[src/sarseq_regs.vh]
`ifndef SARSEQ_REGS_VH
`define SARSEQ_REGS_VH
// ****************************************************
// Register map (byte addresses on the bus)
// ****************************************************
`define SARSEQ_ADDR_STATUS_CONTROL 12'h000
`define SARSEQ_ADDR_RESULT 12'h004
// ****************************************************
// Status/control field positions
// ****************************************************
`define SARSEQ_BIT_COMPLETE 7
`define SARSEQ_BIT_RC_SELECT 6
`define SARSEQ_BIT_ENABLE 5
`define SARSEQ_CHAN_MSB 4
`define SARSEQ_CHAN_LSB 0
`define SARSEQ_CTRL_RESET 8'h00
`define SARSEQ_RESULT_RESET 8'h00
// ****************************************************
// Channel codes
// ****************************************************
`define SARSEQ_CH_EXT_LAST 5'h04
`define SARSEQ_CH_REF_HIGH 5'h10
`define SARSEQ_CH_REF_MID 5'h11
`define SARSEQ_CH_REF_LOW 5'h12
`define SARSEQ_CH_TEST 5'h13
// ****************************************************
// Timing
// ****************************************************
`define SARSEQ_CONV_CYCLES 32
`define SARSEQ_HCLK_MHZ 40
`define SARSEQ_CONV_MIN_MHZ 1
// Divider from hclk down to the slowest legal conversion clock
`define SARSEQ_CONV_DIV (`SARSEQ_HCLK_MHZ / `SARSEQ_CONV_MIN_MHZ)
`endif

[src/sarseq_clk_gen.v]
`timescale 1ns/1ps
// Conversion tick source: bus-clock divider or synchronised RC oscillator
module sarseq_clk_gen (
  input wire hclk,
  input wire hresetn,
  input wire rc_clock_select,
  input wire rc_run,
  input wire rc_osc_tick,
  output reg rc_osc_enable,
  output reg conv_tick
);
`include "sarseq_regs.vh"
  reg [5:0] div_count;
  reg rc_sync1;
  reg rc_sync2;
  reg rc_prev;
  wire div_tick;
  wire rc_edge;
  // ****************************************************
  // Bus clock divider
  // ****************************************************
  // Compared at integer width so the divide constant is never truncated
  assign div_tick = ({26'h0, div_count} == (`SARSEQ_CONV_DIV - 1));
  always @(posedge hclk or negedge hresetn) begin
    if (!hresetn) begin
      div_count <= 6'h00;
    end else if (div_tick) begin
      div_count <= 6'h00;
    end else begin
      div_count <= div_count + 6'h01;
    end
  end
  // Oscillator enable; forced off in stop mode
  always @(posedge hclk or negedge hresetn) begin
    if (!hresetn) begin
      rc_osc_enable <= 1'b0;
    end else begin
      rc_osc_enable <= rc_clock_select & rc_run; // see RL3 see RL4
    end
  end
  // Oscillator output is asynchronous: two-stage synchroniser
  always @(posedge hclk or negedge hresetn) begin
    if (!hresetn) begin
      rc_sync1 <= 1'b0;
      rc_sync2 <= 1'b0;
      rc_prev <= 1'b0;
    end else begin
      rc_sync1 <= rc_osc_tick;
      rc_sync2 <= rc_sync1;
      rc_prev <= rc_sync2;
    end
  end
  assign rc_edge = rc_sync2 & ~rc_prev;
  // Select tick source
  always @(posedge hclk or negedge hresetn) begin
    if (!hresetn) begin
      conv_tick <= 1'b0;
    end else if (rc_clock_select) begin
      conv_tick <= rc_edge & rc_osc_enable; // see RL3 see RL6
    end else begin
      conv_tick <= div_tick; // see RL1
    end
  end
endmodule // sarseq_clk_gen

[src/sarseq_sar.v]
`timescale 1ns/1ps
// Successive approximation engine: one sample step then eight bit trials
module sarseq_sar (
  input wire hclk,
  input wire hresetn,
  input wire conv_tick,
  input wire restart,
  input wire run,
  input wire force_zero,
  input wire comp_higher,
  output reg sample_hold,
  output reg [7:0] dac_code,
  output reg done,
  output reg [7:0] done_value
);
`include "sarseq_regs.vh"
  reg [4:0] step;
  reg [7:0] trial_bit;
  reg [7:0] next_code;
  // Keep or drop the trial bit from the comparator
  always @* begin
    next_code = comp_higher ? dac_code : (dac_code & ~trial_bit);
    next_code = next_code | (trial_bit >> 1);
  end
  // ****************************************************
  // Step sequencer, 32 ticks per conversion
  // ****************************************************
  always @(posedge hclk or negedge hresetn) begin
    if (!hresetn) begin
      step <= 5'h00;
      trial_bit <= 8'h00;
      dac_code <= 8'h00;
      sample_hold <= 1'b0;
      done <= 1'b0;
      done_value <= 8'h00;
    end else if (restart || !run) begin
      // Abort anything in flight
      step <= 5'h00; // see RL19
      trial_bit <= 8'h00;
      dac_code <= 8'h00;
      sample_hold <= 1'b0;
      done <= 1'b0;
    end else begin
      done <= 1'b0;
      if (conv_tick) begin
        step <= step + 5'h01; // see RL1 see RL11
        if (step == 5'h00) begin
          sample_hold <= 1'b1; // see RL21
          trial_bit <= 8'h80;
          dac_code <= 8'h80;
        end else if (trial_bit != 8'h00 && step[1:0] == 2'h3) begin
          dac_code <= next_code; // see RL21
          trial_bit <= trial_bit >> 1;
        end
        if (step == 5'h1F) begin
          done <= 1'b1;
          // Last trial settles bit 0 on this tick: take the updated code
          done_value <= force_zero ? 8'h00 : next_code; // see RL15
          sample_hold <= 1'b0;
        end
      end
    end
  end
endmodule // sarseq_sar

[src/sarseq_top.v]
// The AHB-Lite slave port and the placing of the registers were chosen for this implementation.
`timescale 1ns/1ps
// How it works
// RL1: Conversion takes 32 conversion-clock ticks; tick at least 1 MHz.
// RL2: Software selects RC oscillator when bus frequency is below 1 MHz.
// RL3: RC select bit makes the RC oscillator the conversion clock.
// RL4: Stop mode turns the RC oscillator off; enable bit stays set.
// RL5: With RC clock software polls the complete flag.
// RL6: RC results are moved to the result register on the bus clock.
// RL7: Software should prefer system clock when it is faster than RC.
// RL8: Multiplexer routes one of five pins or four references.
// RL9: Complete flag is read-only, set when a conversion finishes.
// RL10: Flag cleared by status/control write or result read.
// RL11: After a write the channel converts repeatedly, overwriting result.
// RL12: Software waits for RC settle time before trusting results.
// RL13: Enable bit powers charge pump and current sources.
// RL14: Codes 00-04 pins, 10h-12h references, 13h test, rest unused.
// RL15: Code 13h converts to zero in single-chip operation.
// RL16: Eight-bit result register updates whenever the flag sets.
// RL17: Wait mode keeps converting and keeps the flag.
// RL18: Software clears enable and RC select before idle wait mode.
// RL19: Stop mode powers down analog parts and aborts conversion.
// RL20: Stop mode leaves result and status/control registers unchanged.
// RL21: Input sampled at start, then bit-by-bit successive comparison.
// RL22: Result update and flag set happen in the same cycle.
module sarseq_top (
  input wire hclk,
  input wire hresetn,
  input wire hsel,
  input wire [11:0] haddr,
  input wire [1:0] htrans,
  input wire hwrite,
  input wire [2:0] hsize,
  input wire [31:0] hwdata,
  input wire hready,
  output wire [31:0] hrdata,
  output wire hreadyout,
  output wire hresp,
  input wire stop_mode,
  input wire wait_mode,
  input wire single_chip,
  input wire rc_osc_tick,
  input wire comp_higher,
  output wire rc_osc_enable,
  output wire charge_pump_on,
  output wire comparator_on,
  output wire [3:0] analog_mux_select,
  output wire sample_hold,
  output wire [7:0] dac_code
);
`include "sarseq_regs.vh"
  // ****************************************************
  // Mux routing codes
  // ****************************************************
  localparam [3:0] MUX_NONE = 4'h0;
  localparam [3:0] MUX_REF_HIGH = 4'h6;
  localparam [3:0] MUX_REF_MID = 4'h7;
  localparam [3:0] MUX_REF_LOW = 4'h8;
  localparam [3:0] MUX_TEST = 4'h9;
  // Map a channel code to an analog mux route; 1..5 are the pins
  function [3:0] mux_route;
    input [4:0] code;
    begin
      if (code <= `SARSEQ_CH_EXT_LAST) begin
        mux_route = {1'b0, code[2:0]} + 4'h1;
      end else if (code == `SARSEQ_CH_REF_HIGH) begin
        mux_route = MUX_REF_HIGH;
      end else if (code == `SARSEQ_CH_REF_MID) begin
        mux_route = MUX_REF_MID;
      end else if (code == `SARSEQ_CH_REF_LOW) begin
        mux_route = MUX_REF_LOW;
      end else if (code == `SARSEQ_CH_TEST) begin
        mux_route = MUX_TEST;
      end else begin
        mux_route = MUX_NONE;
      end
    end
  endfunction
  // ****************************************************
  // Bus slave state
  // ****************************************************
  reg dp_write;
  reg dp_read;
  reg [11:0] dp_addr;
  reg [31:0] read_data;
  reg conversion_complete_flag;
  reg rc_clock_select;
  reg converter_enable;
  reg [4:0] channel_select;
  reg [7:0] adc_result;
  wire addr_phase;
  wire ctrl_write;
  wire result_read;
  wire conv_run;
  wire conv_done;
  wire [7:0] conv_value;
  wire conv_tick;
  wire force_zero;
  assign addr_phase = hsel & hready & htrans[1];
  assign hreadyout = 1'b1;
  assign hresp = 1'b0;
  assign hrdata = read_data;
  // Capture address phase
  always @(posedge hclk or negedge hresetn) begin
    if (!hresetn) begin
      dp_write <= 1'b0;
      dp_read <= 1'b0;
      dp_addr <= 12'h000;
    end else begin
      dp_write <= addr_phase & hwrite;
      dp_read <= addr_phase & ~hwrite;
      dp_addr <= haddr;
    end
  end
  assign ctrl_write = dp_write &&
    (dp_addr == `SARSEQ_ADDR_STATUS_CONTROL);
  // Read of the result register is seen at the address phase
  assign result_read = addr_phase && !hwrite &&
    (haddr == `SARSEQ_ADDR_RESULT);
  // ****************************************************
  // Read data, registered at the address phase
  // ****************************************************
  always @(posedge hclk or negedge hresetn) begin
    if (!hresetn) begin
      read_data <= 32'h00000000;
    end else if (addr_phase && !hwrite) begin
      if (haddr == `SARSEQ_ADDR_STATUS_CONTROL) begin
        read_data <= {24'h000000, conversion_complete_flag,
          rc_clock_select, converter_enable, channel_select};
      end else if (haddr == `SARSEQ_ADDR_RESULT) begin
        read_data <= {24'h000000, adc_result};
      end else begin
        read_data <= 32'h00000000;
      end
    end
  end
  // ****************************************************
  // Control fields; stop mode does not touch them
  // ****************************************************
  always @(posedge hclk or negedge hresetn) begin
    if (!hresetn) begin
      rc_clock_select <= 1'b0;
      converter_enable <= 1'b0;
      channel_select <= 5'h00;
    end else if (ctrl_write) begin
      // Only a bus write loads these; stop mode never does, see RL20
      rc_clock_select <= hwdata[`SARSEQ_BIT_RC_SELECT]; // see RL3
      converter_enable <= hwdata[`SARSEQ_BIT_ENABLE]; // see RL13
      channel_select <= hwdata[`SARSEQ_CHAN_MSB:`SARSEQ_CHAN_LSB]; // see RL14
    end
  end
  // ****************************************************
  // Flag and result: same cycle, set wins over a result-read clear; a status/control write wins over set
  // ****************************************************
  always @(posedge hclk or negedge hresetn) begin
    if (!hresetn) begin
      conversion_complete_flag <= 1'b0;
      adc_result <= `SARSEQ_RESULT_RESET;
    end else if (conv_done && !ctrl_write) begin
      conversion_complete_flag <= 1'b1; // see RL9 see RL22 see RL11
      adc_result <= conv_value; // see RL16 see RL6
    end else if (ctrl_write || result_read) begin
      conversion_complete_flag <= 1'b0; // see RL10
    end
  end
  // Wait mode changes nothing here; only stop halts the engine
  assign conv_run = converter_enable & ~stop_mode; // see RL17 see RL19
  assign charge_pump_on = conv_run; // see RL13 see RL19
  assign comparator_on = conv_run; // see RL19
  assign analog_mux_select = mux_route(channel_select); // see RL8
  assign force_zero = single_chip &&
    (channel_select == `SARSEQ_CH_TEST); // see RL15
  // ****************************************************
  // Conversion clock and engine
  // ****************************************************
  sarseq_clk_gen sarseq_clk_gen_i (
    .hclk(hclk),
    .hresetn(hresetn),
    .rc_clock_select(rc_clock_select),
    .rc_run(~stop_mode), // see RL4
    .rc_osc_tick(rc_osc_tick),
    .rc_osc_enable(rc_osc_enable),
    .conv_tick(conv_tick)
  );
  sarseq_sar sarseq_sar_i (
    .hclk(hclk),
    .hresetn(hresetn),
    .conv_tick(conv_tick),
    .restart(ctrl_write), // see RL10
    .run(conv_run),
    .force_zero(force_zero),
    .comp_higher(comp_higher),
    .sample_hold(sample_hold),
    .dac_code(dac_code),
    .done(conv_done),
    .done_value(conv_value)
  );
endmodule // sarseq_top

[config.mk]
export PLATFORM = sky130hd
export DESIGN_NAME = sarseq_top
export DESIGN_NICKNAME = d
export VERILOG_FILES = /design/src/sarseq_clk_gen.v /design/src/sarseq_sar.v /design/src/sarseq_top.v
export VERILOG_INCLUDE_DIRS = /design/src
export SDC_FILE = /design/constraint.sdc
export NUM_CORES = 1
export LEC_CHECK = 0
export ABC_AREA = 1
export BUFFER_PORTS_ARGS = -buffer_cell sky130_fd_sc_hd__buf_2
export CORE_MARGIN = 10
export CORE_UTILIZATION = 53
export DETAILED_ROUTE_END_ITERATION = 16
export PLACE_DENSITY_LB_ADDON = 0.08
export SYNTH_ARGS = -nofsm -noshare
export SYNTH_HDL_FRONTEND = slang
export SYNTH_SLANG_ARGS = --single-unit
[constraint.sdc]
create_clock -name hclk -period 1.8 [get_ports hclk]
set_clock_uncertainty 0.1 [all_clocks]
set_input_delay 0.09 -clock hclk [delete_from_list [all_inputs] [get_ports hclk]]
set_output_delay 0.09 -clock hclk [all_outputs]
set_load 0.05 [all_outputs]
Yosys cells after proc, flatten, opt, wreduce, memory -nomap -nowiden
Cells that the tools add are included.
{ "word_totals": {"ff_bits": 103, "latchBits": 0, "ram_bits": 0, "rom_bits": 0, "output_inout_bits": 50, "mem_count": 0} }
{ "op_classes": {"addsub": 3, "mul": 0, "div": 0, "magnitude_cmp": 1, "n_eq_ne": 8, "shift": 0, "muxes": 30, "bitwise_logic": 13, "reduce_logical": 22} }
{ "ops": {"columns": ["op", "n"], "rows": [
  ["two-way mux 8 bit", 12],
  ["== test 5 bit, second input constant", 5],
  ["logical NOT 12 bit", 2],
  ["two-way mux 4 bit", 5],
  ["== test 12 x 3 -> 1 bit, second input constant", 1],
  ["two-way mux 1 bit", 10],
  ["two-way mux 5 bit", 2],
  ["bitwise AND 8 bit", 1],
  ["NOT 8 bit", 1],
  ["bitwise OR 8 x 7 -> 8 bit", 1],
  ["nonzero test 8 bit", 1],
  ["bitwise AND 1 bit", 7],
  ["adder 6 x 1 -> 6 bit, second input constant", 1],
  ["== test 6 bit, second input constant", 1],
  ["logical AND 1 bit", 6],
  ["two-way mux 6 bit", 1],
  ["nonzero test 3 bit", 2],
  ["adder 5 x 1 -> 5 bit, second input constant", 1],
  ["less-or-equal comparator 5 x 3 -> 1 bit, second input constant", 1],
  ["logical NOT 5 bit", 1],
  ["adder 3 x 1 -> 4 bit, second input constant", 1],
  ["AND reduction 2 bit", 2],
  ["nonzero test 2 bit", 2],
  ["logical NOT 1 bit", 3],
  ["other kinds (4)", 7]
]} }

Depth between registers and ports, before layout
Gate-level depths: netlist of run 1.
{ "logic_depth": {"word_depth": 8, "mapped_depth": 11, "mapped_depth_nobuf": 10} }

Hierarchy
Synthesis of run 1 repeated with hierarchy kept, for this count alone.
{ "unflattened": {"hier_cells": 454, "hier_area_um2": 3888.7} }
{ "by_module_without_submodules": {"columns": ["module", "n_inst", "cells_each", "area_per_inst_um2", "seq_area_each_um2"], "rows": [
  ["sarseq_top", 1, 233, 1898.1, 925.9],
  ["sarseq_sar", 1, 180, 1567.8, 775.7],
  ["sarseq_clk_gen", 1, 41, 422.9, 275.3]
]} }

Least setup slack after synthesis of run 1
OpenSTA, ideal clock, no wires.
{ "synth_timing": {"kind": "reg-to-output", "startpoint": "reg channel_select[0]", "endpoint": "out analog_mux_select[3]", "arrival_ns": 2.204, "t_required_ns": 1.610, "setup_slack_ns": -0.594, "stages_incl_launch_ff": 6, "cell_sequence": "dfrtp_1 inv_1 ha_1 o21ai_0 nand3_1 o21ai_0"} }
{ "synth_between": {"elab_chain_len": 6, "elab_cells_between_ends": 11, "classes_between": "add/sub: 1; order compare: 1; eq/ne: 4; mux: 5"} }
{ "synth_rtl": {"columns": ["item", "line", "rtl"], "rows": [
  ["start: declaration", "sarseq_top.v:89", "reg [4:0] channel_select;"],
  ["start signal: assignment", "sarseq_top.v:149", "channel_select <= hwdata[`SARSEQ_CHAN_MSB:`SARSEQ_CHAN_LSB];"],
  ["== test 5 bit (no line)", null, null],
  ["two-way mux 4 bit", "sarseq_top.v:72", "end else if (code == `SARSEQ_CH_TEST) begin"],
  ["two-way mux 4 bit", "sarseq_top.v:70", "end else if (code == `SARSEQ_CH_REF_LOW) begin"],
  ["two-way mux 4 bit", "sarseq_top.v:68", "end else if (code == `SARSEQ_CH_REF_MID) begin"],
  ["two-way mux 4 bit", "sarseq_top.v:66", "end else if (code == `SARSEQ_CH_REF_HIGH) begin"],
  ["two-way mux 4 bit (*)", "sarseq_top.v:64", "if (code <= `SARSEQ_CH_EXT_LAST) begin"],
  ["end: declaration", "sarseq_top.v:47", "output wire [3:0] analog_mux_select,"]
]} }
Every way passes the cells marked *; elsewhere a longest branch is shown, timed or not.

Final worst setup path of run 1
{ "layout_timing": {"startpoint": "reg channel_select[0]", "endpoint": "out analog_mux_select[2]"} }
{ "layout_between": {"elab_chain_len": 5, "elab_cells_between_ends": 9, "classes_between": "add/sub: 1; order compare: 1; eq/ne: 3; mux: 4"} }
{ "layout_rtl": {"columns": ["item", "line"], "rows": [
  ["== test 5 bit (no line)", null],
  ["two-way mux 4 bit", "sarseq_top.v:70"],
  ["two-way mux 4 bit", "sarseq_top.v:68"],
  ["two-way mux 4 bit", "sarseq_top.v:66"],
  ["two-way mux 4 bit (*)", "sarseq_top.v:64"]
]} }
Marked as above.

==> results.toml, run 1 <==
[final_layout]
fin_util = 0.672
diodes = 0
design_area_sq_um = 4930
layout_common_cells = "nand2_1 (101), dfrtp_1 (77), nand3_1 (58)"
areaGrowthSynthToFinish_pct = 21.8
layout.cells.most_common = "nand2_1"
nets = 622
final_layout_size_suffix_gt1_frac = 0.232

[timing]
setup_viol = 4
finalCriticalPeriod_ps = 1860
fmax_mhz = 538
hold_viol_final = 0
finalCritPeriodShare = 1.03
fin_ws_ps = -59.7
rsz0062_at_grt = "true"
slew_viol_final = 0

[clocking]
h-tree-depth = 3
clock_sinks = 79
cts_made_buffers = 9
clkLatencyLatePin_ps = 340
path_clk_slew_ps = 90
cts-root-buf = "clkbuf_8"
cts_tree = "yes"
clock_path_buffers = 2

[synthesis]
syn_area_sq_um = 4050
syn_inst = 466
synth-seq-area-share = 0.489
avgSynthCellArea_sq_um = 8.68
synth-compound-area-share = 0.0479
synthXorXnorAreaFrac = 0.0108
synth_cell_types = 36
synth-simple-area-share = 0.311
yosysWarningCount = 0
synth_seq_cells = 79
synth-adder-area-share = 0.0247
synth_top_family_by_area = "simple AND/OR/NAND/NOR gates"
synthMuxAreaShare = 0

[power_and_ir_drop]
power_frac_seq = 0.511
clockPowerShare = 0.380
power_density_nw_per_um2 = 719
total_power_mw = 3.54
switching_share = 0.278
ir_worst_vdd_mv = 0.535
p_switching_uw = 986
p_int_mw = 2.56
power.leakage_nw = 2.67
combPwrFrac = 0.109

[critical_path]
worstReg2RegEnd = "sarseq_sar_i.sample_hold"
r2r_slack_ps = 140
crit_required_ps = 1610
r2r-start = "sarseq_sar_i.step[0]"
r2r_cells = 7
path_max_fanout = 6
crit_path_end_kind = "output port"
slowest_delay_ps = 390
critPathSlowestCell = "dfrtp_1"
start_kind = "flip-flop"
worstPathArrival_ps = 1670
path_class = "flip-flop to output port"
path_cells = "buf_4, ha_1, xnor2_1, a21oi_4, buf_6"

[routing]
wl_per_cell_microns = 14.1
dr_total_vias = 3254
routed_wl_microns = 9270
drcViolationCount = 0
drt_first_iter_violations = 141
detail-route-antenna-nets = 0
firstDrtPassIters = 4
avgViaCountPerCell = 4.94

[min_path]
hp-class = "input pin to async pin"

[placement]
finalWeightedCongestion = 0.805
port_buffers = 52
dp_hpwl_microns = 6320
dp_slack_ps = 78.4
place_area_sq_um = 4330

[global_routing]
grt_max_degree = 52
grt_first_pass_wirelength_microns = 15600
antenna_found_initial = 0
grt_pass1_vias = 3319
grt_overflow = 0
track_usage = 0.162

[run]
cap_violations = 0

[die]
die-area_sq_um = 11500
core_region_area_sq_um = 7330
die_h_microns = 107
rows = 31
ios = 109
die_w_microns = 107
start_util = 0.552

[outcome]
status = "finished with violations"
violations = "negative setup slack"
registers in the layout, summed over array words and instances (netlist names), 5 cells and up:
signal and cells:
adc_result 8, channel_select 5, dp_addr 12, hrdata 8, sarseq_clk_gen_i.div_count 6, sarseq_sar_i.dac_code 8
sarseq_sar_i.done_value 8, sarseq_sar_i.step 5, sarseq_sar_i.trial_bit 8
cell type report:
class,count,area (sq um)
fill,593,2400
sequential,79,1980
multi-input combinational,329,1790
timing repair buffer,92,661
inverter,44,170
clock buffer,9,124
tap,99,124
clock inverter,7,77.6
routing by layer:
layer / wire length (microns) / global-route usage / share of wire
met5: 0 / 0 / 0
met4: 109 / 0.0506 / 0.012
met3: 465 / 0.0353 / 0.050
met2: 4430 / 0.264 / 0.48
met1: 4270 / 0.210 / 0.46
worst max-delay path, delay by kind of cell, from the launching register on:
kind,cells,cell delay (ps)
AOI/OAI and AO/OA,1,90
xor gates and xnor gates,1,290
adders and majority gates,1,250
DFF,1,390
buffers and inverters,2,320
through the flow:
stage	cells	TNS (ps)	hold slack, ps
after global placement	614	0	-62.0
after CTS	656	-1.48	109
after detailed placement	614	0	-57.8
final	659	-174	107
after floorplan	490	-244	-306
after global routing	659	-555	136
cell families after synthesis:
kind of cell | after synthesis
AOI/OAI and AO/OA | 37
buffers and inverters | 82
and+or+nand+nor | 253
other | 2
DFF | 79
xor gates and xnor gates | 5
adders and majority gates | 8
how the worst max path moves through the flow:
| stage | slack [ps] | start | endpoint |
|---|---|---|---|
| CTS | -1 | channel_select[0] | analog_mux_select[3] |
| global placement | 120 | channel_select[0] | analog_mux_select[3] |
| detailed placement | 80 | channel_select[0] | analog_mux_select[3] |
| finish | -60 | channel_select[0] | analog_mux_select[2] |
| floorplan | -240 | channel_select[0] | analog_mux_select[3] |
| global route | -160 | channel_select[3] | analog_mux_select[2] |
Yosys cell counts, drive strengths merged:
| library cell | number | share of area |
|---|---|---|
| nand3 | 68 | 0.095 |
| o21ai | 17 | 0.021 |
| o21bai | 1 | 0.0019 |
| nand4 | 10 | 0.017 |
| conb | 2 | 0.0019 |
| nor3 | 3 | 0.0049 |
| nor3b | 2 | 0.0077 |
| and3 | 2 | 0.0031 |
| ha | 8 | 0.025 |
| xnor2 | 2 | 0.0043 |
| dfrtp | 79 | 0.49 |
| xor2 | 3 | 0.0065 |
| nand2 | 108 | 0.11 |
| inv | 44 | 0.041 |
| buf | 38 | 0.074 |
| or2 | 2 | 0.0037 |
| nor2 | 58 | 0.068 |
| a21boi | 1 | 0.0019 |
| a21oi | 18 | 0.023 |
power groups by stage:
stage | Clock (mW) | Combinational [mW] | Sequential [mW]
3_5_place_dp | 0 | 0.338 | 1.85
6_report | 1.35 | 0.386 | 1.81
5_1_grt | 1.46 | 0.418 | 1.82
4_1_cts | 1.37 | 0.379 | 1.81
2_1_floorplan | 0 | 0.265 | 1.86
3_3_place_gp | 0 | 0.336 | 1.85
what timing repair did:
action	4_1_cts	5_1_grt
resized for setup	14	19
hold buffers	24	0
cloned	0	0
buffers inserted	2	3
pin swaps	2	6
setup endpoints to repair	4	21
hold endpoints to repair	101	0
(Power assumes the default switching activity.)
==> run 2: changes to the inputs <==
Settings changed: PLACE_DENSITY set to 0.77, PLACE_DENSITY_LB_ADDON 0.08 to not set.
==> run 2 against run 1 <==
Against the previous run: the run still ends with negative setup slack left; combinational power up 2%; first-iteration DRC count is 100% higher; via count grew 3.4%; final cell count did not move; sequential share of layout area about the same; final area is essentially flat.
==> results.toml, run 2 (same netlist as run 1, synthesis figures left out) <==
[die]
core_region_area_sq_um = 7330
die_h_microns = 107
ios = 109
die-area_sq_um = 11500
start_util = 0.552
die_w_microns = 107
rows = 31

[timing]
hold_viol_final = 0
fmax_mhz = 541
rsz0062_at_grt = "true"
slew_viol_final = 0
finalCritPeriodShare = 1.03
setup_viol = 4
fin_ws_ps = -47.8
setup_tns_ps = -121
finalCriticalPeriod_ps = 1850

[final_layout]
regMostFlops = "dp_addr"
diodes = 0
fin_cells = 659
layout_common_cells = "nand2_1 (102), dfrtp_1 (78), nand3_1 (58)"
fin_util = 0.672
nets = 623
final_layout_size_suffix_gt1_frac = 0.232
fill_cells = 570
largest_reg_flops = 12
layout.cells.most_common = "nand2_1"
areaGrowthSynthToFinish_pct = 21.8

[global_routing]
grt_pass1_vias = 3294
track_usage = 0.167
grt_overflow = 0
antenna_found_initial = 0
grt_first_pass_wirelength_microns = 15700
grt_max_degree = 44

[outcome]
violations = "negative setup slack"
status = "finished with violations"

[critical_path]
crit_end = "analog_mux_select[3]"
crit_path_end_kind = "output port"
worstPathArrival_ps = 1660
path_max_fanout = 4
crit_start = "channel_select[0]"
r2r_slack_ps = 110
crit_required_ps = 1610
path_class = "flip-flop to output port"
worstReg2RegEnd = "sarseq_sar_i.sample_hold"
start_kind = "flip-flop"
r2r-start = "sarseq_sar_i.step[0]"
r2r_cells = 7

[routing]
drt_first_iter_violations = 285
wl_per_cell_microns = 14.6
firstDrtPassIters = 5
routed_wl_microns = 9650
drcViolationCount = 0
avgViaCountPerCell = 5.11
detail-route-antenna-nets = 0
dr_total_vias = 3365

[clocking]
cts_made_buffers = 9
clkLatencyLatePin_ps = 350
path_clk_slew_ps = 80
cts_tree = "yes"
cts-root-buf = "clkbuf_8"
h-tree-depth = 3
clock_path_buffers = 2
clock_sinks = 79

[power_and_ir_drop]
power_density_nw_per_um2 = 713
total_power_mw = 3.51
power.leakage_nw = 2.67
ir_worst_vdd_mv = 0.443

[placement]
finalWeightedCongestion = 0.824
dp_hpwl_microns = 6310
port_buffers = 52
dp_slack_ps = 66.7
placedCellCount = 613

[run]
cap_violations = 0

[min_path]
hp-class = "input pin to async pin"
## run 2: worst min path at each step
stage / end / slack (ps) / cells past startpoint
after floorplan: adc_result[0] / -310 / 0
after CTS: dp_addr[5] / 160 / 2
after global placement: dp_addr[5] / -20 / 1
final: dp_addr[5] / 150 / 2
after detailed placement: dp_addr[5] / -10 / 1
after global routing: dp_addr[5] / 190 / 2
## run 2: area by class of cell
class	instances	area [sq um]	area share
repair buffers	93	684	0.139
clock inverters	3	43.8	0.00889
well taps	99	124	0.0251
flip-flops and latches	79	1980	0.401
inverters	44	168	0.0340
clock buffers	12	145	0.0295
multi-input cells	329	1780	0.362
## run 2: report_power, final
group          leakage [nW]  internal [mW]  switching (mW)
logic                  1.57          0.105           0.289
registers              1.01           1.80          0.0127
clock network        0.0964          0.673           0.635
total                  2.67           2.58           0.936
## run 2: metrics by stage
step / instance area [sq um] / hold WS (ps)
after floorplan: 4140 / -306
after global placement: 4330 / -20.2
after detailed placement: 4330 / -10.7
after CTS: 4870 / 164
after global routing: 4930 / 194
final: 4930 / 148
## run 2: metal layers
layer,vias up,GRT usage,wire [microns]
met4,0,0.0811,232
met1,1604,0.193,3910
met3,21,0.0431,622
met5,-,0,0
li1,1628,-,-
met2,112,0.282,4880
## run 2: what timing repair did
action / CTS / global route
hold buffers: 24 / 0
gates resized for setup: 21 / 13
pin swaps: 5 / 7
hold endpoints to repair: 60 / 0
buffers inserted: 4 / 3
endpoints found under the setup margin: 4 / 27
## run 2: worst max-delay path, stage by stage (launching register included)
cell     delay, ps
dfrtp_1        390
inv_2           70
ha_4           180
o21ai_4        200
nand3_2        140
o21ai_2        160
buf_6          180
==> run 3: changes to the inputs <==
Settings changed: CORE_UTILIZATION 53 to 55, PLACE_DENSITY 0.77 to 0.8, SETUP_SLACK_MARGIN set to 0.15, TNS_END_PERCENT set to 10.
Clock period 1.8 ns to 2.3 ns, I/O delays scaled along.
==> run 3 against run 2 <==
Against the previous run: the run now ends clean; routed wire length fell by 8.4%; combinational power fell by 27%; final area fell by 4.3%; core utilization fell by 1.8 points; critical path type unchanged; critical endpoint is now analog_mux_select[2].
==> results.toml, run 3 (same netlist as run 1, synthesis figures left out) <==
[min_path]
hp-class = "input pin to flip-flop"
holdPathStages = 5

[global_routing]
grt_max_degree = 80
track_usage = 0.159
antenna_found_initial = 0
grt_overflow = 0
grt_first_pass_wirelength_microns = 14600
grt_pass1_vias = 3174

[final_layout]
multiInputGateArea_sq_um = 1700
areaGrowthSynthToFinish_pct = 16.6
diodes = 0
seqCellArea_sq_um = 1980
largest_reg_flops = 12
fill_cells = 600
regMostFlops = "dp_addr"
nets = 607
layout.cells.most_common = "nand2_1"
fin_util = 0.654
layout_common_cells = "nand2_1 (104), dfrtp_1 (78), nand3_1 (59)"
final_layout_size_suffix_gt1_frac = 0.183

[routing]
drcViolationCount = 0
dr_total_vias = 3240
firstDrtPassIters = 4
wl_per_cell_microns = 13.7
drt_first_iter_violations = 169
avgViaCountPerCell = 5.03
routed_wl_microns = 8840
detail-route-antenna-nets = 0

[critical_path]
path_max_fanout = 6
r2r_cells = 6
worstPathArrival_ps = 1870
path_class = "flip-flop to output port"
crit_required_ps = 2090
start_kind = "flip-flop"
crit_path_end_kind = "output port"

[die]
start_util = 0.561
ios = 109
core_region_area_sq_um = 7210
die_h_microns = 106
die_w_microns = 106
rows = 31
die-area_sq_um = 11200

[clocking]
cts_tree = "yes"
cts_made_buffers = 9
h-tree-depth = 3
path_clk_slew_ps = 80
clkLatencyLatePin_ps = 360
clock_sinks = 79
cts-root-buf = "clkbuf_8"
clock_path_buffers = 2

[power_and_ir_drop]
ir_worst_vdd_mv = 0.317
switching_share = 0.253
combPwrFrac = 0.098
p_switching_uw = 746
power.leakage_nw = 2.59
power_frac_seq = 0.481
clockPowerShare = 0.421
power_density_nw_per_um2 = 625
p_int_mw = 2.20

[outcome]
status = "finished clean"

[timing]
slew_viol_final = 0
slew_headroom = 0.350
fmax_mhz = 480
hold_viol_final = 0
setup_tns_ps = 0
setup_viol = 0
rsz0062_at_grt = "true"
fin_ws_ps = 216
finalCriticalPeriod_ps = 2080
finalCritPeriodShare = 0.906
tightest_slew_ps = 975

[placement]
dp_hpwl_microns = 6040
dp_slack_ps = 339
finalWeightedCongestion = 0.830
port_buffers = 52

[run]
cap_violations = 0
==> run 3: cell count changes in the layout (fill, tap and decap cells not counted), moves of 3 or more <==
cell	previous run	this run
buf_4	15	2
ha_1	5	8
inv_1	36	41
buf_6	5	0
inv_2	7	2
buf_2	47	50
==> run 3: repair_timing <==
action	CTS	global route
endpoints found under the hold margin	102	0
hold buffers	24	0
resized for setup	1	3
setup endpoints to repair	3	3
cloned	0	0
buffers inserted	0	0
==> run 3: path summary, 6_finish.rpt <==
kind / startpoint / to / slack [ps]
setup reg to reg: sarseq_sar_i.step[1] / sarseq_sar_i.done_value[3] / 340
hold reg to reg: sarseq_clk_gen_i.rc_sync1 / sarseq_clk_gen_i.rc_sync2 / 260
hold / removal: hready / hrdata[0] / 120
min in group asynchronous: hresetn / converter_enable / 350
max in group asynchronous: hresetn / channel_select[0] / 1060
setup / recovery: channel_select[2] / analog_mux_select[2] / 220
==> run 3: layout make-up <==
type | instances | area share
flip-flops and latches | 79 | 0.419
multi-input cells | 329 | 0.360
repair buffers | 77 | 0.109
inverters | 44 | 0.0355
clock buffers | 11 | 0.0279
well taps | 99 | 0.0263
clock inverters | 5 | 0.0225
==> run 3: power by group through the flow <==
stage	logic [mW]	clock network, mW	registers, mW
floorplan	0.207	0	1.46
global placement	0.252	0	1.44
detailed placement	0.255	0	1.45
CTS	0.288	1.25	1.42
global route	0.312	1.31	1.42
finish	0.288	1.24	1.42
==> run 3: layer usage <==
| metal | GRT usage | wire length [microns] |
|---|---|---|
| met1 | 0.183 | 3710 |
| met2 | 0.262 | 4450 |
| met3 | 0.0512 | 449 |
| met4 | 0.0803 | 221 |
| met5 | 0 | 0 |
==> run 3: metrics by stage <==
stage | power [mW] | instances | instance area [sq um] | hold WS [ps]
floorplan | 1.67 | 490 | 4140 | -281
global placement | 1.70 | 604 | 4230 | 124
detailed placement | 1.70 | 604 | 4230 | 125
CTS | 2.96 | 644 | 4710 | 108
global route | 3.05 | 644 | 4720 | 123
finish | 2.95 | 644 | 4720 | 125
==> run 3: worst max-delay path, cell delays in order (launching register included) <==
cell and delay (ps):
dfrtp_1 480, nor3_2 330, nand2_1 110, nand3_1 130
inv_1 70, a21oi_1 110, buf_2 280
